==> src/dds_dft_pkg.sv <==
// Constants, register map and carrier types for the excitation and DFT core
`default_nettype none

package dds_dft_pkg;

    // ------------------------------------------------------------------
    // Register map
    // ------------------------------------------------------------------
    localparam logic [7:0] ADDR_DEVICE_CONTROL = 8'h81;
    localparam logic [7:0] ADDR_FREQ_INC_HI    = 8'h82;
    localparam logic [7:0] ADDR_FREQ_INC_MID   = 8'h83;
    localparam logic [7:0] ADDR_FREQ_INC_LO    = 8'h84;
    localparam logic [7:0] ADDR_STATUS         = 8'h8F;
    localparam logic [7:0] ADDR_REAL_HI        = 8'h94;
    localparam logic [7:0] ADDR_REAL_LO        = 8'h95;
    localparam logic [7:0] ADDR_IMAG_HI        = 8'h96;
    localparam logic [7:0] ADDR_IMAG_LO        = 8'h97;

    localparam logic [7:0] CONTROL_RESET       = 8'h00;
    localparam logic [7:0] FREQ_INC_RESET      = 8'h00;
    localparam int         BIT_START           = 0;
    localparam int         BIT_EXT_CLOCK_SEL   = 3;
    localparam int         BIT_STAT_BUSY       = 0;
    localparam int         BIT_STAT_DONE       = 1;
    localparam int         BIT_STAT_OVERRUN    = 2;

    // ------------------------------------------------------------------
    // Datapath sizes and clock division
    // ------------------------------------------------------------------
    localparam int PHASE_W      = 27;
    localparam int PHASE_ZERO_W = 3;
    localparam int PHASE_LIVE_W = PHASE_W - PHASE_ZERO_W;
    localparam int ROM_ADDR_W   = 5;
    localparam int ROM_DATA_W   = 10;
    localparam int ADC_W        = 12;
    localparam int ACC_W        = 36;
    localparam int RESULT_W     = 16;
    localparam int RESULT_SHIFT = 16;

    localparam logic [3:0] DDS_DIV_LAST  = 4'hF;
    localparam logic [1:0] ADC_DIV_LAST  = 2'h3;
    localparam logic [3:0] CONV_LAST     = 4'hF;
    localparam logic [4:0] COS_OFFSET    = 5'h08;

    // ------------------------------------------------------------------
    // Types
    // ------------------------------------------------------------------
    typedef struct packed {
        logic [ROM_ADDR_W-1:0] phase;
        logic [ADC_W-1:0]      code;
    } sample_t;

    typedef enum logic [1:0] {
        MEAS_IDLE,
        MEAS_ACQUIRE,
        MEAS_STORE
    } meas_state_t;

endpackage

`default_nettype wire

==> src/dds_excitation_dft_core.sv <==
// Excitation synthesizer, sample buffer and single-point DFT engine
//
// What this block does
// - Hold a 27-bit phase accumulator.
// - Accumulator output addresses the sine look-up ROM.
// - ROM holds one full sine cycle.
// - ROM word drives the excitation DAC code.
// - Accumulator, ROM, DAC share one system clock.
// - Control bit D3 selects external clock operation.
// - Sample rate is system clock over 64.
// - One conversion takes sixteen ADC clock periods.
// - Collect 1024 samples, pass to multiply-accumulate.
// - Compute 1024-point DFT over collected samples.
// - Sample rate scales with system clock.
// - DFT inputs are 12-bit ADC words.
// - Test phasor from excitation phase at each sample.
// - Correlate at the current excitation frequency.
// - Top three accumulator bits tied to zero.
// - DDS reference clk/16, ADC clock clk/4.
// - Store real at 94h/95h, imaginary 96h/97h.
`timescale 1ns/1ns
`default_nettype none

module sample_fifo #(
    parameter int WIDTH = 17,
    parameter int DEPTH = 8
) (
    // Clock and reset
    input  wire  logic             clk_sys_in,
    input  wire  logic             srst_in,
    // Fill side
    input  wire  logic             wr_valid_in,
    output logic                   wr_ready_out,
    input  wire  logic [WIDTH-1:0] wr_data_in,
    // Drain side
    output logic                   rd_valid_out,
    input  wire  logic             rd_ready_in,
    output logic [WIDTH-1:0]       rd_data_out
);
    localparam int PTR_W = $clog2(DEPTH);

    generate
        if (DEPTH < 2 || (1 << PTR_W) != DEPTH) begin : g_bad_depth
            $error("sample_fifo depth must be a power of two of at least 2");
        end
    endgenerate

    logic [WIDTH-1:0] mem [DEPTH];
    logic [PTR_W:0]   wr_ptr_q;
    logic [PTR_W:0]   rd_ptr_q;
    wire              full_w  = (wr_ptr_q[PTR_W] != rd_ptr_q[PTR_W]) &&
                                (wr_ptr_q[PTR_W-1:0] == rd_ptr_q[PTR_W-1:0]);
    wire              empty_w = (wr_ptr_q == rd_ptr_q);
    wire              push_w  = wr_valid_in && !full_w;
    wire              pop_w   = rd_ready_in && !empty_w;

    assign wr_ready_out = !full_w;
    assign rd_valid_out = !empty_w;
    assign rd_data_out  = mem[rd_ptr_q[PTR_W-1:0]];

    always_ff @(posedge clk_sys_in) begin
        if (push_w) begin
            mem[wr_ptr_q[PTR_W-1:0]] <= wr_data_in;
        end
    end

    always_ff @(posedge clk_sys_in) begin
        if (srst_in) begin
            wr_ptr_q <= '0;
            rd_ptr_q <= '0;
        end else begin
            wr_ptr_q <= wr_ptr_q + (PTR_W+1)'(push_w);
            rd_ptr_q <= rd_ptr_q + (PTR_W+1)'(pop_w);
        end
    end
endmodule

module dds_excitation_dft_core
    import dds_dft_pkg::*;
#(
    parameter int SAMPLE_COUNT = 1024,
    parameter int FIFO_DEPTH   = 8
) (
    // Clock and reset
    input  wire  logic                  clk_sys_in,
    input  wire  logic                  srst_in,
    // Register port
    input  wire  logic [7:0]            reg_addr_in,
    input  wire  logic [7:0]            reg_wdata_in,
    input  wire  logic                  reg_wr_in,
    input  wire  logic                  reg_rd_in,
    output logic [7:0]                  reg_rdata_out,
    // Excitation DAC
    output logic [ROM_DATA_W-1:0]       excitation_out,
    output logic                        dac_update_out,
    // Response ADC
    output logic                        adc_convst_out,
    input  wire  logic [ADC_W-1:0]      adc_data_in,
    // Status pins
    output logic                        ext_clock_select_out,
    output logic                        meas_done_out
);
    localparam int CNT_W = $clog2(SAMPLE_COUNT) + 1;

    generate
        if (SAMPLE_COUNT < 2 || (1 << (CNT_W-1)) != SAMPLE_COUNT) begin : g_bad_count
            $error("SAMPLE_COUNT must be a power of two of at least 2");
        end
    endgenerate

    // ------------------------------------------------------------------
    // Sine table
    // ------------------------------------------------------------------
    // Quarter wave with symmetry gives the whole cycle in 32 points.
    function automatic logic signed [ROM_DATA_W-1:0] quarter_sine(input logic [3:0] idx);
        case (idx)
            4'h0:    quarter_sine = 10'sh000;
            4'h1:    quarter_sine = 10'sh064;
            4'h2:    quarter_sine = 10'sh0C4;
            4'h3:    quarter_sine = 10'sh11C;
            4'h4:    quarter_sine = 10'sh169;
            4'h5:    quarter_sine = 10'sh1A9;
            4'h6:    quarter_sine = 10'sh1D8;
            4'h7:    quarter_sine = 10'sh1F5;
            default: quarter_sine = 10'sh1FF;
        endcase
    endfunction

    function automatic logic signed [ROM_DATA_W-1:0] sine_rom(input logic [ROM_ADDR_W-1:0] a);
        logic [3:0]                   idx;
        logic signed [ROM_DATA_W-1:0] mag;
        idx = a[3] ? (4'h8 - {1'b0, a[2:0]}) : {1'b0, a[2:0]};
        mag = quarter_sine(idx);
        sine_rom = a[4] ? -mag : mag;
    endfunction

    // ------------------------------------------------------------------
    // Registers
    // ------------------------------------------------------------------
    logic [7:0]                control_q;
    logic [PHASE_LIVE_W-1:0]   freq_inc_q;
    logic                      done_q;
    logic                      overrun_q;
    logic [RESULT_W-1:0]       real_q;
    logic [RESULT_W-1:0]       imag_q;
    logic [7:0]                rdata_q;
    meas_state_t               state_q;

    wire run_w       = control_q[BIT_EXT_CLOCK_SEL];
    wire wr_ctrl_w   = reg_wr_in && (reg_addr_in == ADDR_DEVICE_CONTROL);
    wire wr_stat_w   = reg_wr_in && (reg_addr_in == ADDR_STATUS);
    wire start_w     = wr_ctrl_w && reg_wdata_in[BIT_START] && (state_q == MEAS_IDLE);
    wire store_w     = (state_q == MEAS_STORE);
    wire done_clr_w  = wr_stat_w && reg_wdata_in[BIT_STAT_DONE];
    wire ovr_clr_w   = wr_stat_w && reg_wdata_in[BIT_STAT_OVERRUN];
    wire overrun_w;

    always_ff @(posedge clk_sys_in) begin
        if (srst_in) begin
            control_q  <= CONTROL_RESET;
            freq_inc_q <= {3{FREQ_INC_RESET}};
        end else if (reg_wr_in) begin
            if (reg_addr_in == ADDR_DEVICE_CONTROL) begin
                control_q <= reg_wdata_in & ~(8'h01 << BIT_START);
            end else if (reg_addr_in == ADDR_FREQ_INC_HI) begin
                freq_inc_q[23:16] <= reg_wdata_in;
            end else if (reg_addr_in == ADDR_FREQ_INC_MID) begin
                freq_inc_q[15:8] <= reg_wdata_in;
            end else if (reg_addr_in == ADDR_FREQ_INC_LO) begin
                freq_inc_q[7:0] <= reg_wdata_in;
            end
        end
    end

    // Hardware set wins over a software clear in the same cycle
    always_ff @(posedge clk_sys_in) begin
        if (srst_in) begin
            done_q    <= 1'b0;
            overrun_q <= 1'b0;
        end else begin
            done_q    <= store_w || (done_q && !done_clr_w);
            overrun_q <= overrun_w || (overrun_q && !ovr_clr_w);
        end
    end

    wire [7:0] status_w = {5'h00, overrun_q, done_q, (state_q != MEAS_IDLE)};

    wire [7:0] rd_mux_w =
        (reg_addr_in == ADDR_DEVICE_CONTROL) ? control_q :
        (reg_addr_in == ADDR_FREQ_INC_HI)    ? freq_inc_q[23:16] :
        (reg_addr_in == ADDR_FREQ_INC_MID)   ? freq_inc_q[15:8] :
        (reg_addr_in == ADDR_FREQ_INC_LO)    ? freq_inc_q[7:0] :
        (reg_addr_in == ADDR_STATUS)         ? status_w :
        (reg_addr_in == ADDR_REAL_HI)        ? real_q[15:8] :
        (reg_addr_in == ADDR_REAL_LO)        ? real_q[7:0] :
        (reg_addr_in == ADDR_IMAG_HI)        ? imag_q[15:8] :
        (reg_addr_in == ADDR_IMAG_LO)        ? imag_q[7:0] : 8'h00;

    always_ff @(posedge clk_sys_in) begin
        if (srst_in) begin
            rdata_q <= 8'h00;
        end else if (reg_rd_in) begin
            rdata_q <= rd_mux_w;
        end
    end

    assign reg_rdata_out        = rdata_q;
    assign ext_clock_select_out = run_w;
    assign meas_done_out        = done_q;

    // ------------------------------------------------------------------
    // Clock dividers
    // ------------------------------------------------------------------
    // All rates derive from the one system clock, so lowering it lowers
    // the sample rate in step.
    logic [3:0] dds_div_q;
    logic [1:0] adc_div_q;
    logic [3:0] conv_q;

    wire dds_tick_w    = run_w && (dds_div_q == DDS_DIV_LAST);
    wire adc_tick_w    = run_w && (adc_div_q == ADC_DIV_LAST);
    wire sample_tick_w = adc_tick_w && (conv_q == CONV_LAST);

    always_ff @(posedge clk_sys_in) begin
        if (srst_in) begin
            dds_div_q <= '0;
            adc_div_q <= '0;
            conv_q    <= '0;
        end else if (run_w) begin
            dds_div_q <= dds_div_q + 4'h1;
            adc_div_q <= adc_div_q + 2'h1;
            if (adc_tick_w) begin
                conv_q <= conv_q + 4'h1;
            end
        end
    end

    // ------------------------------------------------------------------
    // Phase accumulator, ROM and DAC
    // ------------------------------------------------------------------
    logic [PHASE_W-1:0] phase_q;
    logic               dac_upd_q;

    wire [PHASE_LIVE_W-1:0] phase_sum_w = phase_q[PHASE_LIVE_W-1:0] + freq_inc_q;
    wire [ROM_ADDR_W-1:0]   rom_addr_w  =
        phase_q[PHASE_LIVE_W-1 -: ROM_ADDR_W];
    wire signed [ROM_DATA_W-1:0] rom_sin_w = sine_rom(rom_addr_w);

    always_ff @(posedge clk_sys_in) begin
        if (srst_in) begin
            phase_q        <= '0;
            excitation_out <= '0;
            dac_upd_q      <= 1'b0;
        end else begin
            dac_upd_q <= dds_tick_w;
            if (dds_tick_w) begin
                phase_q        <= {{PHASE_ZERO_W{1'b0}}, phase_sum_w};
                excitation_out <= {~rom_sin_w[ROM_DATA_W-1], rom_sin_w[ROM_DATA_W-2:0]};
            end
        end
    end

    assign dac_update_out = dac_upd_q;

    // ------------------------------------------------------------------
    // ADC capture
    // ------------------------------------------------------------------
    logic [ADC_W-1:0] adc_meta_q;
    logic [ADC_W-1:0] adc_sync_q;
    logic             convst_q;

    always_ff @(posedge clk_sys_in) begin
        if (srst_in) begin
            adc_meta_q <= '0;
            adc_sync_q <= '0;
            convst_q   <= 1'b0;
        end else begin
            adc_meta_q <= adc_data_in;
            adc_sync_q <= adc_meta_q;
            convst_q   <= adc_tick_w && (conv_q == 4'h0);
        end
    end

    assign adc_convst_out = convst_q;

    // ------------------------------------------------------------------
    // Acquisition and sample buffer
    // ------------------------------------------------------------------
    // Each sample carries the excitation phase at its own instant, so the
    // correlation always follows the tone being generated.
    logic [CNT_W-1:0] acq_cnt_q;
    logic [CNT_W-1:0] mac_cnt_q;
    logic             fifo_wr_ready;
    logic             fifo_rd_valid;
    sample_t          fifo_rd_data;
    sample_t          wr_sample_w;

    assign wr_sample_w.phase = rom_addr_w;
    assign wr_sample_w.code  = adc_sync_q;

    wire acquiring_w = (state_q == MEAS_ACQUIRE) && (acq_cnt_q != CNT_W'(SAMPLE_COUNT));
    wire push_w      = sample_tick_w && acquiring_w;
    // A full buffer loses the sample; the count waits for an accepted one
    assign overrun_w = push_w && !fifo_wr_ready;
    wire accepted_w  = push_w && fifo_wr_ready;
    wire mac_ready_w = (state_q == MEAS_ACQUIRE);
    wire mac_take_w  = mac_ready_w && fifo_rd_valid;

    sample_fifo #(
        .WIDTH ($bits(sample_t)),
        .DEPTH (FIFO_DEPTH)
    ) u_fifo (
        .clk_sys_in   (clk_sys_in),
        .srst_in      (srst_in),
        .wr_valid_in  (push_w),
        .wr_ready_out (fifo_wr_ready),
        .wr_data_in   (wr_sample_w),
        .rd_valid_out (fifo_rd_valid),
        .rd_ready_in  (mac_ready_w),
        .rd_data_out  (fifo_rd_data)
    );

    // ------------------------------------------------------------------
    // Multiply-accumulate
    // ------------------------------------------------------------------
    // Offset-binary ADC codes become signed so the DC term cancels.
    wire signed [ADC_W-1:0]      x_w   = {~fifo_rd_data.code[ADC_W-1],
                                          fifo_rd_data.code[ADC_W-2:0]};
    wire signed [ROM_DATA_W-1:0] cos_w = sine_rom(fifo_rd_data.phase + COS_OFFSET);
    wire signed [ROM_DATA_W-1:0] sin_w = sine_rom(fifo_rd_data.phase);
    wire signed [ADC_W+ROM_DATA_W-1:0] prod_re_w = x_w * cos_w;
    wire signed [ADC_W+ROM_DATA_W-1:0] prod_im_w = x_w * sin_w;

    logic signed [ACC_W-1:0] acc_re_q;
    logic signed [ACC_W-1:0] acc_im_q;

    always_ff @(posedge clk_sys_in) begin
        if (srst_in || start_w) begin
            acc_re_q  <= '0;
            acc_im_q  <= '0;
            mac_cnt_q <= '0;
        end else if (mac_take_w) begin
            acc_re_q  <= acc_re_q + ACC_W'(prod_re_w);
            acc_im_q  <= acc_im_q - ACC_W'(prod_im_w);
            mac_cnt_q <= mac_cnt_q + CNT_W'(1);
        end
    end

    // ------------------------------------------------------------------
    // Measurement sequence
    // ------------------------------------------------------------------
    always_ff @(posedge clk_sys_in) begin
        if (srst_in) begin
            state_q   <= MEAS_IDLE;
            acq_cnt_q <= '0;
            real_q    <= '0;
            imag_q    <= '0;
        end else begin
            case (state_q)
                MEAS_IDLE: begin
                    if (start_w) begin
                        acq_cnt_q <= '0;
                        state_q   <= MEAS_ACQUIRE;
                    end
                end
                MEAS_ACQUIRE: begin
                    if (accepted_w) begin
                        acq_cnt_q <= acq_cnt_q + CNT_W'(1);
                    end
                    if (mac_cnt_q == CNT_W'(SAMPLE_COUNT)) begin
                        state_q <= MEAS_STORE;
                    end
                end
                MEAS_STORE: begin
                    real_q  <= acc_re_q[RESULT_SHIFT+RESULT_W-1:RESULT_SHIFT];
                    imag_q  <= acc_im_q[RESULT_SHIFT+RESULT_W-1:RESULT_SHIFT];
                    state_q <= MEAS_IDLE;
                end
                default: begin
                    state_q <= MEAS_IDLE;
                end
            endcase
        end
    end
endmodule

`default_nettype wire

==> config.mk <==
export PLATFORM = sky130hd
export DESIGN_NAME = dds_excitation_dft_core
export DESIGN_NICKNAME = d
export VERILOG_FILES = /design/src/dds_dft_pkg.sv /design/src/dds_excitation_dft_core.sv
export SDC_FILE = /design/constraint.sdc
export NUM_CORES = 2
export LEC_CHECK = 0
export ABC_AREA = 1
export BUFFER_PORTS_ARGS = -buffer_cell sky130_fd_sc_hd__clkbuf_2
export CORE_ASPECT_RATIO = 0.6
export CORE_UTILIZATION = 50
export DETAILED_ROUTE_END_ITERATION = 8
export GPL_TIMING_DRIVEN = 1
export PLACE_DENSITY = 0.66
export REMOVE_ABC_BUFFERS = 1
export SYNTH_ARGS = -nofsm -noshare
export SYNTH_HDL_FRONTEND = slang
export SYNTH_HIERARCHICAL = 1
export SYNTH_SLANG_ARGS = --single-unit
export TNS_END_PERCENT = 1
==> constraint.sdc <==
create_clock -name clk_sys_in -period 16.1 [get_ports clk_sys_in]
set_clock_uncertainty 0.15 [all_clocks]
set_input_delay 3.22 -clock clk_sys_in [delete_from_list [all_inputs] [get_ports clk_sys_in]]
set_output_delay 3.22 -clock clk_sys_in [all_outputs]
set_load 0.1 [all_outputs]
==> flow_summary.ini <==
[clock_network]
holdBufCountCts = 0
clockRootBuffer = clkbuf_16
htree_levels = 2
postCtsSetupRepairBufs = 0
clk_pin_slew_worst_paths_ns = 0.07
cts_max_path_buffers = 3
cts_tree = built
clock_latency_ns = 0.61
cts.sinks = 375
cts_made_buffers = 40
cts-resized-gates = 0

[logic_synthesis]
ys_seq_elements = 375
ys_types = 52
ys.warnings.count = 6
synth_area_per_cell_um2 = 7.695
synth_area_um2 = 32780
yosysSeqAreaShare_pct = 27.05
synthFlopType = dfxtp_1
synth_top_cell_by_area = fa_1
async_flop_share_pct = 0
synth_area_leaders = fa_1, dfxtp_1, edfxtp_1
synth_common_cells = inv_1, nand2_1, nor2_1
yosys.area.top_type_share_pct = 20.28
synth_edf_count = 136
syn_inst = 4260
synth.most_common_cell = inv_1

[detailed_routing]
wl_per_cell_um = 17.27
drc = 0
drtIter0Drc = 2267
viasPerCell = 5.278
vias = 27210
totalWireLength_um = 89000
ant_nets = 0
drt_first_pass_iters = 8

[place]
dp_slack_ns = 7.013
dp.cells = 5080
hpwl_um = 69010
io_buffer_count = 53
gp_congestion = 0.9761

[cells_and_area]
seqCellArea_um2 = 8871
drive_gt1_share_pct = 5.299
syn2layout_area_growth_pct = 6.863
fill_cells = 6202
nets = 4834
multi_input_area_um2 = 20130
finalNonFillerCells = 5154
diodes = 0

[grt]
first_global_vias = 26140
grt_max_degree = 72
antenna_found_initial = 3
grt_pass1_wl_um = 143600
grt-ovfl-total = 0
grt_use_total_pct = 27.33

[sta]
maxSlewViolCount = 0
fin_crit_ns = 9.225
setup_violations = 0
finalHoldViolCount = 0
finalSetupTns_ns = 0
max_freq_mhz = 108.4
tightest_slew_ns = 1.117
fin_crit_sh_pct = 57.30
slew_headroom_pct = 25.33
postLayoutSetupSlackWorst_ns = 6.875
rsz0062_at_grt = false

[floorplan]
pin_count = 54
coreArea_um2 = 64590
die_area_um2 = 66620
die_x_um = 332.6
num_rows = 72
start_util_pct = 50.75
die_y_um = 200.3

[power]
p_sw_mw = 0.4591
p_per_area_nw_per_um2 = 55.90
clockPowerShare_pct = 48.1
leakage_nw = 17.07
vdd_drop_max_v = 0.00006571
seqPwrFrac_pct = 50.2
intPower_mw = 1.499
sw_frac_of_total_pct = 23.45
p_comb_share_pct = 1.7

[setup_path]
worst-r2r-cell-count = 42
worst_path_largest_cell_delay_ns = 0.73
worst-path-max-fanout = 71
worst-setup-path-type = reg2reg
startpoint_type = register
setup.worst_path.end_class = register
worst_ep_required_time_ns = 16.44
crit_slowest_cell = fa_1
cp_common_cell = nand2_1
critical_path_arrival_ns = 9.56

[hold_path]
min_path_type = reg2reg
hold_depth = 2

[run]
drv_cap = 0

[outcome]
status = complete, no violations
-- flip-flops by register name (all words and copies together), names as in the netlist, 2 cells and up --
register,cells
acc_im_q,32
mac_cnt_q,11
acq_cnt_q,11
control_q,7
reg_rdata_out,8
u_fifo/wr_ptr_q,4
u_fifo/mem,136
adc_sync_q,12
acc_re_q,32
state_q,2
conv_q,4
adc_meta_q,12
adc_div_q,2
real_q,16
u_fifo/rd_ptr_q,4
imag_q,16
dds_div_q,4
excitation_out,10
freq_inc_q,24
phase_q,24
-- logic make-up (layout without fill, tap and decap cells) --
kind of cell | after synthesis | after routing | share of synthesized area [%]
and+or+nand+nor | 1766 | 1766 | 22.70
xor gates and xnor gates | 52 | 52 | 1.447
buffers and inverters | 966 | 1009 | 11.55
DFF | 375 | 375 | 27.05
AOI/OAI and AO/OA | 570 | 570 | 9.382
adders and majority gates | 531 | 531 | 27.87
-- worst max-delay path, delay by kind of cell, from the launching register on --
family / cells / cell delay (ns)
AND/OR/NAND/NOR: 22 / 2.87
adder cells (fa/ha/maj): 9 / 3.61
AO/OA/AOI/OAI: 2 / 0.30
flip-flops: 1 / 0.31
buffers and inverters: 9 / 1.79
-- power by group through the flow --
stage,combinational [mW],clock (mW),sequential [mW]
after floorplan,0.0138,0,1.00
after global placement,0.0320,0,1.00
after detailed placement,0.0323,0,1.00
after CTS,0.0324,0.962,0.983
after global routing,0.0363,0.996,0.983
final,0.0325,0.942,0.984
-- cell usage in the layout, fill, tap and decap left out, types with 9 or more instances in the layout --
master | netlist | layout
nor3_1 | 41 | 41
clkbuf_2 | 4 | 52
o21ai_0 | 226 | 226
fa_1 | 332 | 332
nand3_1 | 236 | 236
o21ai_1 | 52 | 52
nand2_2 | 13 | 13
buf_4 | 8 | 25
clkinv_1 | 9 | 10
edfxtp_1 | 136 | 136
o21a_1 | 43 | 43
nand2_1 | 829 | 829
o211ai_1 | 9 | 9
dfxtp_1 | 239 | 237
nand3_2 | 14 | 14
nor2_1 | 541 | 540
inv_1 | 832 | 830
inv_2 | 16 | 17
or2_2 | 12 | 12
ha_1 | 199 | 199
xnor2_1 | 21 | 21
clkbuf_1 | 56 | 11
a21oi_1 | 206 | 206
a211oi_1 | 9 | 9
o21bai_1 | 16 | 16
nand4_1 | 40 | 40
nor2_2 | 11 | 11
xor2_1 | 30 | 30
clkbuf_16 | 0 | 40
-- path summary, 6_finish.rpt --
check,startpoint,end,slack (ns)
worst max-delay path,u_fifo/rd_ptr_q[0],acc_im_q[23],6.88
worst min-delay path,adc_meta_q[8],adc_sync_q[8],0.25
worst max register to register,u_fifo/rd_ptr_q[0],acc_im_q[23],6.88
worst min register to register,adc_meta_q[8],adc_sync_q[8],0.25
-- stage by stage --
| step | hold slack [ns] | power [mW] | cell area (um2) | utilization, % |
|---|---|---|---|---|
| after detailed placement | 0.2448 | 1.037 | 33740 | 52.24 |
| final | 0.2507 | 1.958 | 35030 | 54.23 |
| after global routing | 0.2789 | 2.016 | 35030 | 54.23 |
| after CTS | 0.2534 | 1.978 | 35030 | 54.23 |
| after floorplan | 0.2383 | 1.018 | 32220 | - |
| after global placement | 0.2405 | 1.037 | 33740 | 52.24 |
-- layout make-up --
class / instances / share of cell area [%]
Timing Repair Buffer: 77 / 1.279
Clock buffer: 53 / 3.054
Clock inverter: 21 / 0.6251
Sequential cell: 375 / 25.32
Multi-Input combinational cell: 2919 / 57.47
Tap cell: 851 / 3.040
Inverter: 858 / 9.205
-- routing by layer --
metal	vias up	wire (um)	GRT usage, %
li1	13270	-	-
met1	12840	44180	42.87
met2	996	33670	36.29
met3	102	9789	8.607
met4	2	1348	5.093
met5	-	13	0
Power figures use the tool's default switching activity.
